`src/spc_pkg.sv`:
```
// Package of constants for the SDRAM pin control block.
//
// Notes on behaviour
// - Assert a select on SDRAM-space command cycles.
// - Only bus master drives select lines.
// - Row strobe high on read/write; else encoding.
// - Column strobe low on read/write; else encoding.
// - Write enable low write, high read.
// - Masks valid with column strobe; idle on reads.
// - Odd word on 64-bit bus masks low.
// - Even single word or 32-bit bus masks high.
// - Separate address bit 10 output for refresh.
// - Clock enable low in self-refresh or suspend.
// - Host grant: self-refresh first, then three-state.
package spc_pkg;

    // ------------------------------------------------------------------
    // Address decode
    // ------------------------------------------------------------------
    localparam int          SPC_ADDR_W      = 32;          // Width of the access address.
    localparam logic [1:0]  SPC_SPACE_SDRAM = 2'h1;        // Top two address bits of SDRAM space.
    localparam int          SPC_SEL_HI      = 27;          // Upper bit of the select decode field.
    localparam int          SPC_SEL_LO      = 26;          // Lower bit of the select decode field.
    localparam logic [3:0]  SPC_RSV_FIELD   = 4'hF;        // Bits 29:26 pattern that is reserved.

    // ------------------------------------------------------------------
    // Command codes as {row, column, write} strobe levels
    // ------------------------------------------------------------------
    localparam logic [2:0]  SPC_CMD_NOP     = 3'h7;        // No operation.
    localparam logic [2:0]  SPC_CMD_ACT     = 3'h3;        // Activate row.
    localparam logic [2:0]  SPC_CMD_READ    = 3'h5;        // Column read.
    localparam logic [2:0]  SPC_CMD_WRITE   = 3'h4;        // Column write.
    localparam logic [2:0]  SPC_CMD_PRE     = 3'h2;        // Precharge.
    localparam logic [2:0]  SPC_CMD_REF     = 3'h1;        // Auto or self refresh.
    localparam logic [2:0]  SPC_CMD_MRS     = 3'h0;        // Mode register set.

    // ------------------------------------------------------------------
    // Commands that the controller may request
    // ------------------------------------------------------------------
    typedef enum logic [2:0] {
        SPC_OP_NOP,
        SPC_OP_ACT,
        SPC_OP_READ,
        SPC_OP_WRITE,
        SPC_OP_PRE,
        SPC_OP_REF,
        SPC_OP_MRS
    } spc_op_type;

    // Reset values of the pins.
    localparam logic [3:0]  SPC_SEL_IDLE    = 4'hF;        // All selects inactive (active low).
    localparam logic        SPC_CKE_RESET   = 1'h1;        // Clock enable high after reset.

endpackage : spc_pkg

```
`src/spc_sdram_pins.sv`:
```
// Pin-level command, select, mask and clock enable driver for SDRAM.
`timescale 1ns/1ps
module spc_sdram_pins
    import spc_pkg::*;
(
    input  wire logic                  i_ref_clk,          // System clock, 100 MHz.
    input  wire logic                  i_rst,              // Synchronous reset, active high.
    input  wire logic                  i_cmd_valid,        // Command request for this cycle.
    input  wire logic [2:0]            i_cmd_op,           // Requested command, spc_op_type code.
    input  wire logic [SPC_ADDR_W-1:0] i_cmd_addr,         // Word address of the command.
    input  wire logic                  i_cmd_addr10,       // Level for address bit 10.
    input  wire logic                  i_cmd_single,       // Single word access.
    input  wire logic                  i_bus_32,           // Memory configured for a 32-bit bus.
    input  wire logic                  i_bus_master,       // This device owns the external bus.
    input  wire logic                  i_selfref_req,      // Request self-refresh mode.
    input  wire logic                  i_suspend_req,      // Request suspend mode.
    input  wire logic                  i_host_bus_request_n, // Host bus request pin, active low.
    input  wire logic                  i_host_bus_grant_n_in, // Grant pin level from the bus.
    output logic                       o_cmd_ready,        // Command is accepted this cycle.
    output logic      [3:0]            o_sdram_bank_selects, // Select lines, active low.
    output logic                       o_row_strobe_n,     // Row strobe.
    output logic                       o_col_strobe_n,     // Column strobe.
    output logic                       o_sdram_write_enable_n, // Write enable.
    output logic                       o_low_word_mask,    // Low word data mask.
    output logic                       o_high_word_mask,   // High word data mask.
    output logic                       o_sdram_addr_bit10, // Dedicated address bit 10.
    output logic                       o_sdram_clock_enable, // SDRAM clock enable.
    output logic                       o_ctrl_oe,          // Enable for all control outputs.
    output logic                       o_host_bus_grant_n, // Host grant output level.
    output logic                       o_host_bus_grant_oe, // Host grant output enable.
    output logic                       o_in_selfref        // SDRAM held in a low power mode.
);

    // ------------------------------------------------------------------
    // Host request synchroniser
    // ------------------------------------------------------------------
    logic [2:0] hreq_sync_q;                               // Three stage pin sampler.
    logic [2:0] hreq_sync_d;                               // Next sampler value.
    logic       hreq_q;                                    // Filtered request level, high active.
    logic       hreq_d;                                    // Next filtered level.

    // Shift the pin in; change counts when stages two and three agree.
    always_comb begin
        hreq_sync_d = {hreq_sync_q[1:0], ~i_host_bus_request_n};
        hreq_d      = hreq_q;
        if (hreq_sync_q[1] == hreq_sync_q[2]) begin
            hreq_d = hreq_sync_q[2];
        end
    end

    // Register the sampler.
    always_ff @(posedge i_ref_clk) begin
        if (i_rst) begin
            hreq_sync_q <= 3'h0;
            hreq_q      <= 1'b0;
        end else begin
            hreq_sync_q <= hreq_sync_d;
            hreq_q      <= hreq_d;
        end
    end

    // ------------------------------------------------------------------
    // Power and grant state machine
    // ------------------------------------------------------------------
    typedef enum logic [2:0] {
        ST_RUN,        // Normal operation, clock enable high.
        ST_ENTER_SR,   // Issue self-refresh entry command.
        ST_PARK,       // Entry command driven to the memory, grant still withheld.
        ST_SELFREF,    // Self-refresh held.
        ST_SUSPEND,    // Suspend held.
        ST_GRANTED,    // Bus handed to the host.
        ST_EXIT        // Clock enable raised, one settle cycle.
    } spc_state_type;

    spc_state_type state_q;                                // Current state.
    spc_state_type state_d;                                // Next state.
    logic          host_sr_q;                              // Self-refresh entered for the host.
    logic          host_sr_d;                              // Next value.

    // Next state logic for self-refresh, suspend and host grant.
    always_comb begin
        state_d   = state_q;
        host_sr_d = host_sr_q;
        unique case (state_q)
            ST_RUN: begin
                if (i_bus_master && hreq_q) begin
                    state_d   = ST_ENTER_SR;
                    host_sr_d = 1'b1;
                end else if (i_selfref_req) begin
                    state_d   = ST_ENTER_SR;
                end else if (i_suspend_req) begin
                    state_d   = ST_SUSPEND;
                end
            end
            ST_ENTER_SR: begin
                state_d = host_sr_q ? ST_PARK : ST_SELFREF;
            end
            // The refresh entry must reach the pins while they are still driven.
            ST_PARK: begin
                state_d = ST_GRANTED;
            end
            ST_SELFREF: begin
                if (!i_selfref_req) begin
                    state_d = ST_EXIT;
                end
            end
            ST_SUSPEND: begin
                if (!i_suspend_req) begin
                    state_d = ST_EXIT;
                end
            end
            ST_GRANTED: begin
                if (!hreq_q) begin
                    state_d   = ST_EXIT;
                    host_sr_d = 1'b0;
                end
            end
            ST_EXIT: begin
                state_d = ST_RUN;
            end
            default: begin
                state_d = ST_RUN;
            end
        endcase
    end

    // Register the power state.
    always_ff @(posedge i_ref_clk) begin
        if (i_rst) begin
            state_q   <= ST_RUN;
            host_sr_q <= 1'b0;
        end else begin
            state_q   <= state_d;
            host_sr_q <= host_sr_d;
        end
    end

    // ------------------------------------------------------------------
    // Command encoding and masks
    // ------------------------------------------------------------------
    logic       in_space;                                  // Address is in SDRAM space.
    logic [3:0] dec_sel_n;                                 // Decoded select lines.
    logic [3:0] sel_d;                                     // Next select lines.
    logic [3:0] sel_q;                                     // Registered select lines.
    logic [2:0] cmd_d;                                     // Next {row, column, write}.
    logic [2:0] cmd_q;                                     // Registered strobes.
    logic [1:0] mask_d;                                    // Next {high, low} masks.
    logic [1:0] mask_q;                                    // Registered masks.
    logic       a10_d;                                     // Next address bit 10.
    logic       a10_q;                                     // Registered address bit 10.
    logic       cke_d;                                     // Next clock enable.
    logic       cke_q;                                     // Registered clock enable.
    logic       take;                                      // Command is issued this cycle.

    // Select decode of the command address.
    spc_decode u_decode (
        .i_addr     (i_cmd_addr),
        .o_in_space (in_space),
        .o_sel_n    (dec_sel_n)
    );

    // Commands are taken only in normal operation as master.
    assign o_cmd_ready = (state_q == ST_RUN) && i_bus_master;
    assign take        = i_cmd_valid && o_cmd_ready;

    // Build the strobe, select, mask, address bit and clock enable levels.
    always_comb begin
        cmd_d  = SPC_CMD_NOP;
        sel_d  = SPC_SEL_IDLE;
        mask_d = 2'h0;
        a10_d  = a10_q;
        cke_d  = 1'b1;
        if (take) begin
            a10_d = i_cmd_addr10;
            unique case (spc_op_type'(i_cmd_op))
                SPC_OP_ACT:   cmd_d = SPC_CMD_ACT;
                SPC_OP_READ:  cmd_d = SPC_CMD_READ;
                SPC_OP_WRITE: begin
                    cmd_d     = SPC_CMD_WRITE;
                    mask_d[0] = !i_bus_32 && i_cmd_addr[0];
                    mask_d[1] = i_bus_32 || (i_cmd_single && !i_cmd_addr[0]);
                end
                SPC_OP_PRE:   cmd_d = SPC_CMD_PRE;
                SPC_OP_REF:   cmd_d = SPC_CMD_REF;
                SPC_OP_MRS:   cmd_d = SPC_CMD_MRS;
                default:      cmd_d = SPC_CMD_NOP;
            endcase
            // Masks stay low on reads and whenever the column strobe is idle.
            if (cmd_d[1]) begin
                mask_d = 2'h0;
            end
            // Refresh and mode set reach every device; others use the decode.
            if (cmd_d == SPC_CMD_REF || cmd_d == SPC_CMD_MRS) begin
                sel_d = 4'h0;
            end else if (cmd_d != SPC_CMD_NOP && in_space) begin
                sel_d = dec_sel_n;
            end
        end
        if (state_q == ST_ENTER_SR) begin
            cmd_d = SPC_CMD_REF;
            sel_d = 4'h0;
            cke_d = 1'b0;
        end else if (state_q inside {ST_SELFREF, ST_SUSPEND, ST_PARK, ST_GRANTED}) begin
            cke_d = (state_d == ST_EXIT);
        end
    end

    // Register the pin levels.
    always_ff @(posedge i_ref_clk) begin
        if (i_rst) begin
            cmd_q  <= SPC_CMD_NOP;
            sel_q  <= SPC_SEL_IDLE;
            mask_q <= 2'h0;
            a10_q  <= 1'b0;
            cke_q  <= SPC_CKE_RESET;
        end else begin
            cmd_q  <= cmd_d;
            sel_q  <= sel_d;
            mask_q <= mask_d;
            a10_q  <= a10_d;
            cke_q  <= cke_d;
        end
    end

    // ------------------------------------------------------------------
    // Pin outputs and drive enables
    // ------------------------------------------------------------------
    assign o_sdram_bank_selects   = sel_q;
    assign o_row_strobe_n         = cmd_q[2];
    assign o_col_strobe_n         = cmd_q[1];
    assign o_sdram_write_enable_n = cmd_q[0];
    assign o_low_word_mask        = mask_q[0];
    assign o_high_word_mask       = mask_q[1];
    assign o_sdram_addr_bit10     = a10_q;
    assign o_sdram_clock_enable   = cke_q;
    assign o_in_selfref           = !cke_q;
    // Only the master drives, and never while the host holds the bus.
    assign o_ctrl_oe              = i_bus_master && (state_q != ST_GRANTED);
    // Grant is driven by the master, low while the host owns the bus.
    assign o_host_bus_grant_n     = (state_q != ST_GRANTED);
    assign o_host_bus_grant_oe    = i_bus_master || (state_q == ST_GRANTED);

endmodule // spc_sdram_pins

```
`src/spc_decode.sv`:
```
// Address decode of the SDRAM space into four select lines.
`timescale 1ns/1ps
module spc_decode
    import spc_pkg::*;
(
    input  wire logic [SPC_ADDR_W-1:0] i_addr,      // Access address.
    output logic                       o_in_space,  // Address lies in usable SDRAM space.
    output logic      [3:0]            o_sel_n      // One-cold select lines.
);

    // ------------------------------------------------------------------
    // Decode
    // ------------------------------------------------------------------
    // Space test excludes the reserved pattern and picks one line only.
    always_comb begin
        o_in_space = (i_addr[SPC_ADDR_W-1 -: 2] == SPC_SPACE_SDRAM) &&
                     (i_addr[29:26] != SPC_RSV_FIELD);
        o_sel_n    = SPC_SEL_IDLE;
        if (o_in_space) begin
            o_sel_n[i_addr[SPC_SEL_HI:SPC_SEL_LO]] = 1'b0;
        end
    end

endmodule // spc_decode

```
`config.mk`:
```
export PLATFORM = sky130hd
export DESIGN_NAME = spc_sdram_pins
export DESIGN_NICKNAME = d
export VERILOG_FILES = /design/src/spc_pkg.sv /design/src/spc_sdram_pins.sv /design/src/spc_decode.sv
export SDC_FILE = /design/constraint.sdc
export NUM_CORES = 1
export LEC_CHECK = 0
export BUFFER_PORTS_ARGS = -buffer_cell sky130_fd_sc_hd__buf_2
export CORE_MARGIN = 2
export CORE_UTILIZATION = 35
export DETAILED_ROUTE_END_ITERATION = 10
export PLACE_DENSITY = 0.66
export SLEW_MARGIN = 20
export SYNTH_ARGS = -nofsm -noshare
export SYNTH_HDL_FRONTEND = slang
export SYNTH_HIERARCHICAL = 1
export SYNTH_SLANG_ARGS = --single-unit
```
`constraint.sdc`:
```
create_clock -name i_ref_clk -period 1.75 [get_ports i_ref_clk]
set_clock_uncertainty 0.2 [all_clocks]
set_input_delay 0.35 -clock i_ref_clk [delete_from_list [all_inputs] [get_ports i_ref_clk]]
set_output_delay 0.35 -clock i_ref_clk [all_outputs]
set_load 0.02 [all_outputs]
```
==> run_results.csv, run 1 <==
group,metric,value,unit
synthesis,ys_async_sr_fraction,0,%
critical_path,critPathTopFamily,"flip-flops",
drt,drc_errors,0,
cells_and_area,finish.utilization,50.1,%
power_and_ir_drop,vdd_ir_drop_max,0.606,mV
critical_path,rrSetupSlack,100,ps
drt,wl,1890,um
drt,avgRoutedWirePerCell,11.0,um
cells_and_area,drive_gt1_share,41.5,%
grt,grt_pass1_wl,2670,um
clocking,cts_max_level,1,
clocking,cts_buffer_depth,2,
clocking,tritoncts,"yes",
cells_and_area,fillers,246,
cells_and_area,antenna_cells,0,
clocking,clock-sinks,19,
critical_path,critical_path_buf_inv_count,1,
sta,slew_violations,0,
clocking,clock_latency,290,ps
placement,placed_cell_area,1130,um2
synthesis,synth_top_area_share,42.0,%
floorplan,die_area,3010,um2
sta,worst_slew_pin_slew,353,ps
sta,setup_tns,0,ps
sta,max_freq,577,MHz
run,maxCapViolCount,0,
power_and_ir_drop,power.internal,794,uW
synthesis,synth_nets,144,
placement,port_buffers,35,
drt,drt_first_pass_iters,4,
sta,finalHoldViolations,0,
synthesis,ys_seq_area_share,42.0,%
cells_and_area,final_nets,189,
synthesis,synth-seq-cells,19,
hold_path,hold_path_class,"in -> reg",
synthesis,syn_inst,98,
synthesis,avgSynthCellArea,9.24,um2
placement,dpl.cell_count,163,
floorplan,die_h,54.9,um
sta,holdWs,22.7,ps
critical_path,cp_cell_sequence,"nor4b_4 > buf_4",
floorplan,pin_count,62,
floorplan,core_area,2450,um2
drt,drtAntennaViolNets,0,
sta,period_share,99.0,%
synthesis,synth_common_cells,"dfxtp_1 (19), a21oi_1 (9), nand2_1 (8)",
grt,grt_use_total,12.3,%
drt,num_vias,852,
critical_path,startpoint_type,"flip-flop",
critical_path,crit_path_end_kind,"primary output",
critical_path,path_class,"reg -> out",
sta,relSlewSlack,76.2,%
cells_and_area,fin_cells,172,
sta,rsz0062_at_grt,"yes",
critical_path,cp_slowest_cell,"dfxtp_4",
synthesis,synth.area.top_cells,"dfxtp_1 (42%), a21oi_1 (5.0%), nor2b_1 (4.1%)",
power_and_ir_drop,power_density,960,nW/um2
placement,finalWeightedCongestion,0.723,
grt,grt_overflow,0,
power_and_ir_drop,total_power,1.18,mW
power_and_ir_drop,p_sw_share,32.8,%
sta,worst_slack,16.9,ps
drt,viasPerCell,4.95,
grt,antenna_found_initial,0,
clocking,root_buffer,"clkbuf_4",
floorplan,rows,18,
power_and_ir_drop,seqPwrFrac,45.3,%
synthesis,yosysTopAreaCell,"dfxtp_1",
synthesis,syn_area,906,um2
clocking,clkSlewWorstSetupHoldPaths,100,ps
floorplan,die_x,54.9,um
power_and_ir_drop,pwr-share-comb,36.6,%
power_and_ir_drop,clockPowerShare,18.2,%
placement,place_ws,150,ps
synthesis,synth_cell_types,37,
sta,setup_viol,0,
cells_and_area,layout-area-overhead-vs-synth,35.8,%
power_and_ir_drop,p_sw,387,uW
grt,grt_start_max_net_pins,11,
floorplan,initial_core_util,36.9,%
drt,drt_iter0_drc,6,
clocking,cts_buffers,3,
run_status,status,"finished, final reports clean",
grt,grt_pass1_vias,706,
critical_path,crit_arrival,1180,ps
critical_path,path_max_fanout,6,
synthesis,synth-edff-count,0,
sta,period_needed,1730,ps
synthesis,synth-main-ff-cell,"dfxtp_1",
power_and_ir_drop,cellLeakagePower,0.508,nW
synthesis,yosys_warnings,6,
critical_path,crit_path_max_incr_delay,380,ps
placement,dp_hpwl,1410,um
cells_and_area,design_area,1230,um2
critical_path,required,1200,ps
synthesis,synth.most_common_cell,"dfxtp_1",
==> per-layer routing <==
layer  share of wire, %  routed length [um]  up-vias  track usage [%]
met3                8.7                 165        0             4.92
met5                  0                   0        -                0
met2                 47                 885       31             23.4
met1                 44                 834      378             13.0
li1                   -                   -      443                -
met4                  0                   0        0             1.25
==> cell usage in the layout, fill, tap and decap left out, types with 2 or more instances in the layout <==
cell type  synthesis  final
dfxtp_4            0      3
inv_1              3      3
nand3b_1           4      4
nor2_1             4      4
a41oi_1            2      2
a21bo_2            2      2
o21ai_0            2      2
nand2b_1           2      2
dfxtp_1           19     16
buf_2              2     32
xnor2_1            2      2
o21a_1             5      5
clkbuf_4           0      3
nor4b_1            3      3
buf_6              0      2
nor2b_1            6      6
a21oi_1            9      9
nand2_1            8      8
buf_4              1     11
==> worst register-to-register path, delay by kind of cell, from the launching register on <==
family | cells | cell delay [ps]
buf+inv | 2 | 290
compound gates | 2 | 370
simple gates | 1 | 320
flops | 1 | 380
==> power by group through the flow <==
stage / Sequential [mW] / Combinational, mW / Clock, mW
after global routing: 0.545 / 0.473 / 0.242
after floorplan: 0.563 / 0.232 / 0
after detailed placement: 0.540 / 0.389 / 0
after global placement: 0.539 / 0.381 / 0
after CTS: 0.536 / 0.399 / 0.227
final: 0.535 / 0.432 / 0.214
==> repair_timing <==
action	in CTS	in global routing
pin swaps	0	2
hold buffers	1	0
hold endpoints to repair	1	0
setup endpoints to repair	4	3
resized for setup	6	6
setup buffers	1	3
==> worst paths after layout <==
path,startpoint,endpoint,depth (start not counted)
hold / removal,i_bus_32,mask_q[0],2
hold reg to reg,hreq_sync_q[0],hreq_sync_q[1],1
setup / recovery,state_q[0],o_cmd_ready,2
setup reg to reg,state_q[0],o_sdram_bank_selects[0],5
==> flip-flops by register name, indices dropped and copies added (netlist names) <==
name and flops:
cmd_q 3, o_sdram_addr_bit10 1, hreq_q 1, o_sdram_clock_enable 1
o_sdram_bank_selects 4, state_q 3, host_sr_q 1, hreq_sync_q 3
mask_q 2
==> cells by family (layout without fill, tap and decap cells) <==
kind of cell           after synthesis  after routing  share of synthesized area, %
flip-flops                          19             19                          42.0
buffers and inverters                9             53                          4.42
AO/OA/AOI/OAI                       28             28                          22.5
multiplexers                         1              1                          1.11
AND/OR/NAND/NOR                     38             38                          27.1
XOR/XNOR                             3              3                          2.90
==> final cells by class <==
| class | count | area [um2] | share of cell area, % |
|---|---|---|---|
| multi-input combinational | 70 | 488 | 39.7 |
| sequential | 19 | 392 | 31.8 |
| timing repair buffer | 46 | 275 | 22.4 |
| tap | 30 | 37.5 | 3.05 |
| clock buffer | 4 | 26.3 | 2.14 |
| inverter | 3 | 11.3 | 0.916 |
(Power assumes the default switching activity.)
==> inputs of run 2 (changes only) <==
--- a/config.mk
+++ b/config.mk
@@ -7,9 +7,9 @@
 export LEC_CHECK = 0
 export BUFFER_PORTS_ARGS = -buffer_cell sky130_fd_sc_hd__buf_2
 export CORE_MARGIN = 2
-export CORE_UTILIZATION = 35
+export CORE_UTILIZATION = 40
 export DETAILED_ROUTE_END_ITERATION = 10
-export PLACE_DENSITY = 0.66
+export PLACE_DENSITY = 0.75
 export SLEW_MARGIN = 20
 export SYNTH_ARGS = -nofsm -noshare
 export SYNTH_HDL_FRONTEND = slang
==> constraint.sdc (replaced) <==
create_clock -name i_ref_clk -period 1.62 [get_ports i_ref_clk]
set_clock_uncertainty 0.2 [all_clocks]
set_input_delay 0.324 -clock i_ref_clk [delete_from_list [all_inputs] [get_ports i_ref_clk]]
set_output_delay 0.324 -clock i_ref_clk [all_outputs]
set_load 0.02 [all_outputs]
==> run 2 against run 1 <==
The run now ends with setup timing left; global-route usage grew 4.1 points; worst setup slack lost 160 ps; wire length grew 8.4%; sequential share of layout area shrank 2.2 points; first-iteration DRC count is the same; utilization grew 11 points.
==> run_results.csv, run 2 (synthesis results as in run 1) <==
group,metric,value,unit
floorplan,pin_count,62,
critical_path,path_max_fanout,7,
floorplan,core_area,2170,um2
sta,finalHoldViolations,0,
clocking,clock-sinks,19,
cells_and_area,layout_common_cells,"buf_2 (32), dfxtp_1 (16), buf_4 (13), nand2_1 (8), a21oi_1 (7)",
drt,avgRoutedWirePerCell,11.7,um
floorplan,die_x,51.6,um
sta,worst_slack,-140,ps
drt,drtAntennaViolNets,0,
critical_path,critPathTopFamily,"flip-flops",
critical_path,cp_slowest_cell,"dfxtp_4",
floorplan,initial_core_util,41.8,%
critical_path,path_class,"reg -> out",
placement,port_buffers,35,
placement,dp_hpwl,1470,um
placement,placed_cell_area,1150,um2
clocking,cts_buffer_depth,2,
cells_and_area,layout-area-overhead-vs-synth,45.7,%
cells_and_area,drive_gt1_share,47.3,%
power_and_ir_drop,vdd_ir_drop_max,0.585,mV
drt,drt_first_pass_iters,4,
cells_and_area,final_nets,193,
sta,max_freq,568,MHz
clocking,tritoncts,"yes",
cells_and_area,antenna_cells,0,
critical_path,crit_arrival,1240,ps
sta,worst_slew_pin_slew,448,ps
grt,antenna_found_initial,0,
placement,dpl.cell_count,163,
run_status,status,"finished, violations left",
power_and_ir_drop,total_power,1.35,mW
clocking,root_buffer,"clkbuf_4",
cells_and_area,fin_cells,174,
clocking,clkSlewWorstSetupHoldPaths,100,ps
critical_path,cp_cell_sequence,"nor4b_4 > buf_4 > buf_6",
critical_path,critical_path_buf_inv_count,2,
run,maxCapViolCount,0,
critical_path,required,1100,ps
cells_and_area,largest_reg_flops,4,
grt,grt_pass1_vias,861,
power_and_ir_drop,cellLeakagePower,0.538,nW
cells_and_area,final_common_cell,"buf_2",
cells_and_area,design_area,1320,um2
hold_path,hold_path_class,"in -> reg",
drt,drt_iter0_drc,6,
grt,grt_overflow,0,
sta,setup_viol,4,
drt,viasPerCell,5.13,
floorplan,rows,17,
clocking,clock_latency,290,ps
clocking,cts_buffers,3,
grt,grt_pass1_wl,3340,um
sta,period_needed,1760,ps
floorplan,die_h,51.6,um
placement,place_ws,24.2,ps
clocking,cts_max_level,1,
power_and_ir_drop,power_density,1020,nW/um2
sta,rsz0062_at_grt,"yes",
run_status,violations,"setup timing",
placement,finalWeightedCongestion,0.769,
drt,num_vias,893,
sta,period_share,109,%
drt,drc_errors,0,
critical_path,crit_path_end_kind,"primary output",
grt,grt_start_max_net_pins,12,
sta,slew_violations,0,
grt,grt_use_total,16.4,%
drt,wl,2040,um
critical_path,crit_path_max_incr_delay,380,ps
critical_path,startpoint_type,"flip-flop",
sta,relSlewSlack,69.8,%
critical_path,rrSetupSlack,70,ps
floorplan,die_area,2660,um2
[run 2: cell count changes in the layout (fill, tap and decap cells not counted), sizes merged]
cell         previous run  this run
buf                    45        48
dlygate4sd3             1         2
clkinv                  0         1
clkbuf                  4         3
[run 2: routing by layer]
layer	global-route usage [%]	vias to the layer above	wire length, um
met5	0	-	0
met3	4.60	2	158
li1	-	451	-
met2	30.1	29	1030
met1	17.6	411	846
met4	6.58	0	7
[run 2: power by group]
group	switching [mW]	internal, mW
Combinational	0.278	0.268
Sequential	0.0433	0.533
Clock	0.137	0.0917
Total	0.458	0.892
[run 2: layout make-up]
type	count	area [um2]
clock buffer	3	22.5
clock inverter	1	5.00
fill	191	850
inverter	3	11.3
multi-input combinational	70	543
sequential	19	392
tap	28	35.0
timing repair buffer	50	312
[run 2: per-stage QoR]
step	hold WS, ps	TNS (ps)	utilization (%)
3_3_place_gp	223	0	53.0
6_report	78.6	-312	60.8
4_1_cts	59.7	-318	59.5
2_1_floorplan	191	-86.0	-
5_1_grt	77.5	-558	60.8
3_5_place_dp	242	0	53.0
[run 2: what timing repair did]
action,in CTS,in global routing
resized for setup,13,8
hold buffers,2,0
endpoints found under the hold margin,2,0
buffers inserted,7,1
pin swaps,2,8
endpoints found under the setup margin,4,12
[run 2: worst paths after layout]
check | start | endpoint | cells past startpoint
worst max-delay path | state_q[0] | o_cmd_ready | 3
worst min-delay path | i_cmd_addr10 | o_sdram_addr_bit10 | 3
worst max register to register | state_q[2] | o_sdram_clock_enable | 5
worst min register to register | hreq_sync_q[0] | hreq_sync_q[1] | 1
[run 2: worst register-to-register path, cell delays in order, from the launching register on]
cell	delay [ps]
dfxtp_4	380
buf_4	130
buf_4	140
or3b_4	370
a21oi_2	140
o31ai_1	80
==> inputs of run 3 (changes only) <==
--- a/config.mk
+++ b/config.mk
@@ -5,7 +5,7 @@
 export SDC_FILE = /design/constraint.sdc
 export NUM_CORES = 1
 export LEC_CHECK = 0
-export BUFFER_PORTS_ARGS = -buffer_cell sky130_fd_sc_hd__buf_2
+export BUFFER_PORTS_ARGS = -buffer_cell sky130_fd_sc_hd__buf_4
 export CORE_MARGIN = 2
 export CORE_UTILIZATION = 40
 export DETAILED_ROUTE_END_ITERATION = 10
==> run 3 against run 2 <==
The flow still finishes with violations (setup timing); flip-flop and latch count did not move; sequential share of layout area fell by 1.0 points; worst setup slack improved by 37 ps; via count fell by 3.7%; total power rose by 2.1%; critical path type unchanged; critical endpoint unchanged; largest cell class unchanged; largest power group is now combinational logic; highest routed layer unchanged.
==> run_results.csv, run 3 (synthesis results as in run 1) <==
group,metric,value,unit
clocking,clock-sinks,19,
critical_path,crit_path_end_kind,"primary output",
drt,viasPerCell,5.00,
clocking,clock_latency,290,ps
power_and_ir_drop,cellLeakagePower,0.559,nW
sta,relSlewSlack,71.6,%
floorplan,rows,17,
floorplan,core_area,2170,um2
cells_and_area,largest_reg_flops,4,
floorplan,die_area,2660,um2
hold_path,hold_path_class,"in -> reg",
grt,antenna_found_initial,0,
grt,grt_pass1_wl,3180,um
sta,worst_slack,-103,ps
placement,finalWeightedCongestion,0.758,
sta,holdWs,62.6,ps
power_and_ir_drop,p_sw_share,32.8,%
cells_and_area,seqCellArea,392,um2
cells_and_area,final_nets,191,
sta,finalHoldViolations,0,
placement,dp_hpwl,1490,um
grt,grt_start_max_net_pins,13,
critical_path,cp_cell_sequence,"nor4b_4 > buf_4 > buf_6",
critical_path,startpoint_type,"flip-flop",
cells_and_area,antenna_cells,0,
clocking,cts_max_level,1,
sta,worst_slew_pin_slew,420,ps
drt,drt_iter0_drc,8,
floorplan,initial_core_util,41.8,%
run,maxCapViolCount,0,
sta,rsz0062_at_grt,"yes",
power_and_ir_drop,clockPowerShare,16.9,%
critical_path,critical_path_buf_inv_count,2,
drt,drtAntennaViolNets,0,
drt,drc_errors,0,
floorplan,die_h,51.6,um
cells_and_area,fillers,202,
power_and_ir_drop,p_sw,452,uW
grt,grt_use_total,15.7,%
cells_and_area,finish.utilization,63.0,%
cells_and_area,multi_input_area,528,um2
critical_path,critPathTopFamily,"flip-flops",
clocking,cts_buffer_depth,2,
clocking,clkSlewWorstSetupHoldPaths,110,ps
drt,wl,1960,um
sta,max_freq,580,MHz
critical_path,required,1100,ps
sta,setup_viol,3,
run_status,violations,"setup timing",
critical_path,crit_arrival,1200,ps
placement,place_ws,41.2,ps
cells_and_area,final_common_cell,"buf_4",
sta,period_needed,1720,ps
critical_path,path_max_fanout,3,
cells_and_area,drive_gt1_share,45.8,%
power_and_ir_drop,vdd_ir_drop_max,0.629,mV
critical_path,crit_path_max_incr_delay,370,ps
placement,dpl.cell_count,163,
critical_path,cp_slowest_cell,"dfxtp_4",
clocking,tritoncts,"yes",
placement,port_buffers,35,
power_and_ir_drop,seqPwrFrac,41.5,%
cells_and_area,layout-area-overhead-vs-synth,50.8,%
floorplan,pin_count,62,
clocking,root_buffer,"clkbuf_4",
placement,placed_cell_area,1240,um2
cells_and_area,layout_common_cells,"buf_4 (44), dfxtp_1 (16), nand2_1 (8), a21oi_1 (7), nor2b_1 (6)",
power_and_ir_drop,power.internal,926,uW
grt,grt_pass1_vias,817,
drt,num_vias,860,
grt,grt_overflow,0,
cells_and_area,fin_cells,172,
cells_and_area,design_area,1370,um2
clocking,cts_buffers,3,
sta,slew_violations,0,
drt,avgRoutedWirePerCell,11.4,um
critical_path,path_class,"reg -> out",
sta,period_share,106,%
run_status,status,"finished, violations left",
drt,drt_first_pass_iters,4,
power_and_ir_drop,power_density,1010,nW/um2
power_and_ir_drop,pwr-share-comb,41.6,%
floorplan,die_x,51.6,um
## run 3: final cells by class
cell class	instances	share of cell area, %
inverter	3	0.824
tap	28	2.56
timing repair buffer	48	27.3
clock buffer	3	1.65
sequential	19	28.7
clock inverter	1	0.366
multi-input combinational	70	38.6
## run 3: per-layer routing
| layer | global-route usage, % | share of wire (%) | routed length [um] | up-vias |
|---|---|---|---|---|
| met5 | 0 | 0 | 0 | - |
| met2 | 30.6 | 49 | 960 | 29 |
| li1 | - | - | - | 449 |
| met4 | 5.26 | 0.46 | 9 | 0 |
| met3 | 3.16 | 7.9 | 155 | 2 |
| met1 | 16.4 | 42 | 832 | 380 |
## run 3: power by group through the flow
stage                     combinational [mW]  sequential (mW)  clock (mW)
after floorplan                        0.253            0.608           0
after global placement                 0.479            0.581           0
after detailed placement               0.489            0.582           0
after CTS                              0.533            0.573       0.244
after global routing                   0.618            0.581       0.270
final                                  0.573            0.572       0.234
## run 3: what timing repair did
item,in CTS,in global routing
resized for setup,8,8
endpoints found under the hold margin,2,0
setup buffers,2,1
pin swaps,1,2
setup endpoints to repair,4,10
hold buffers,2,0
## run 3: path summary, 6_finish.rpt
path	cells after the start	start	endpoint	slack, ps
worst max-delay path	3	state_q[1]	o_cmd_ready	-100
worst min-delay path	2	i_cmd_op[2]	mask_q[1]	60
worst max register to register	5	state_q[2]	state_q[0]	10
worst min register to register	1	hreq_sync_q[0]	hreq_sync_q[1]	250
## run 3: stage by stage
stage	setup TNS, ps	power, mW
final	-210	1.38
after global placement	0	1.06
after floorplan	-86.0	0.862
after detailed placement	0	1.07
after CTS	-257	1.35
after global routing	-498	1.47
## run 3: worst reg2reg max path: stages (launching register included)
cell and delay, ps:
dfxtp_4 370, buf_4 150, buf_4 140, or3b_1 350, a21bo_2 230, a21oi_2 120
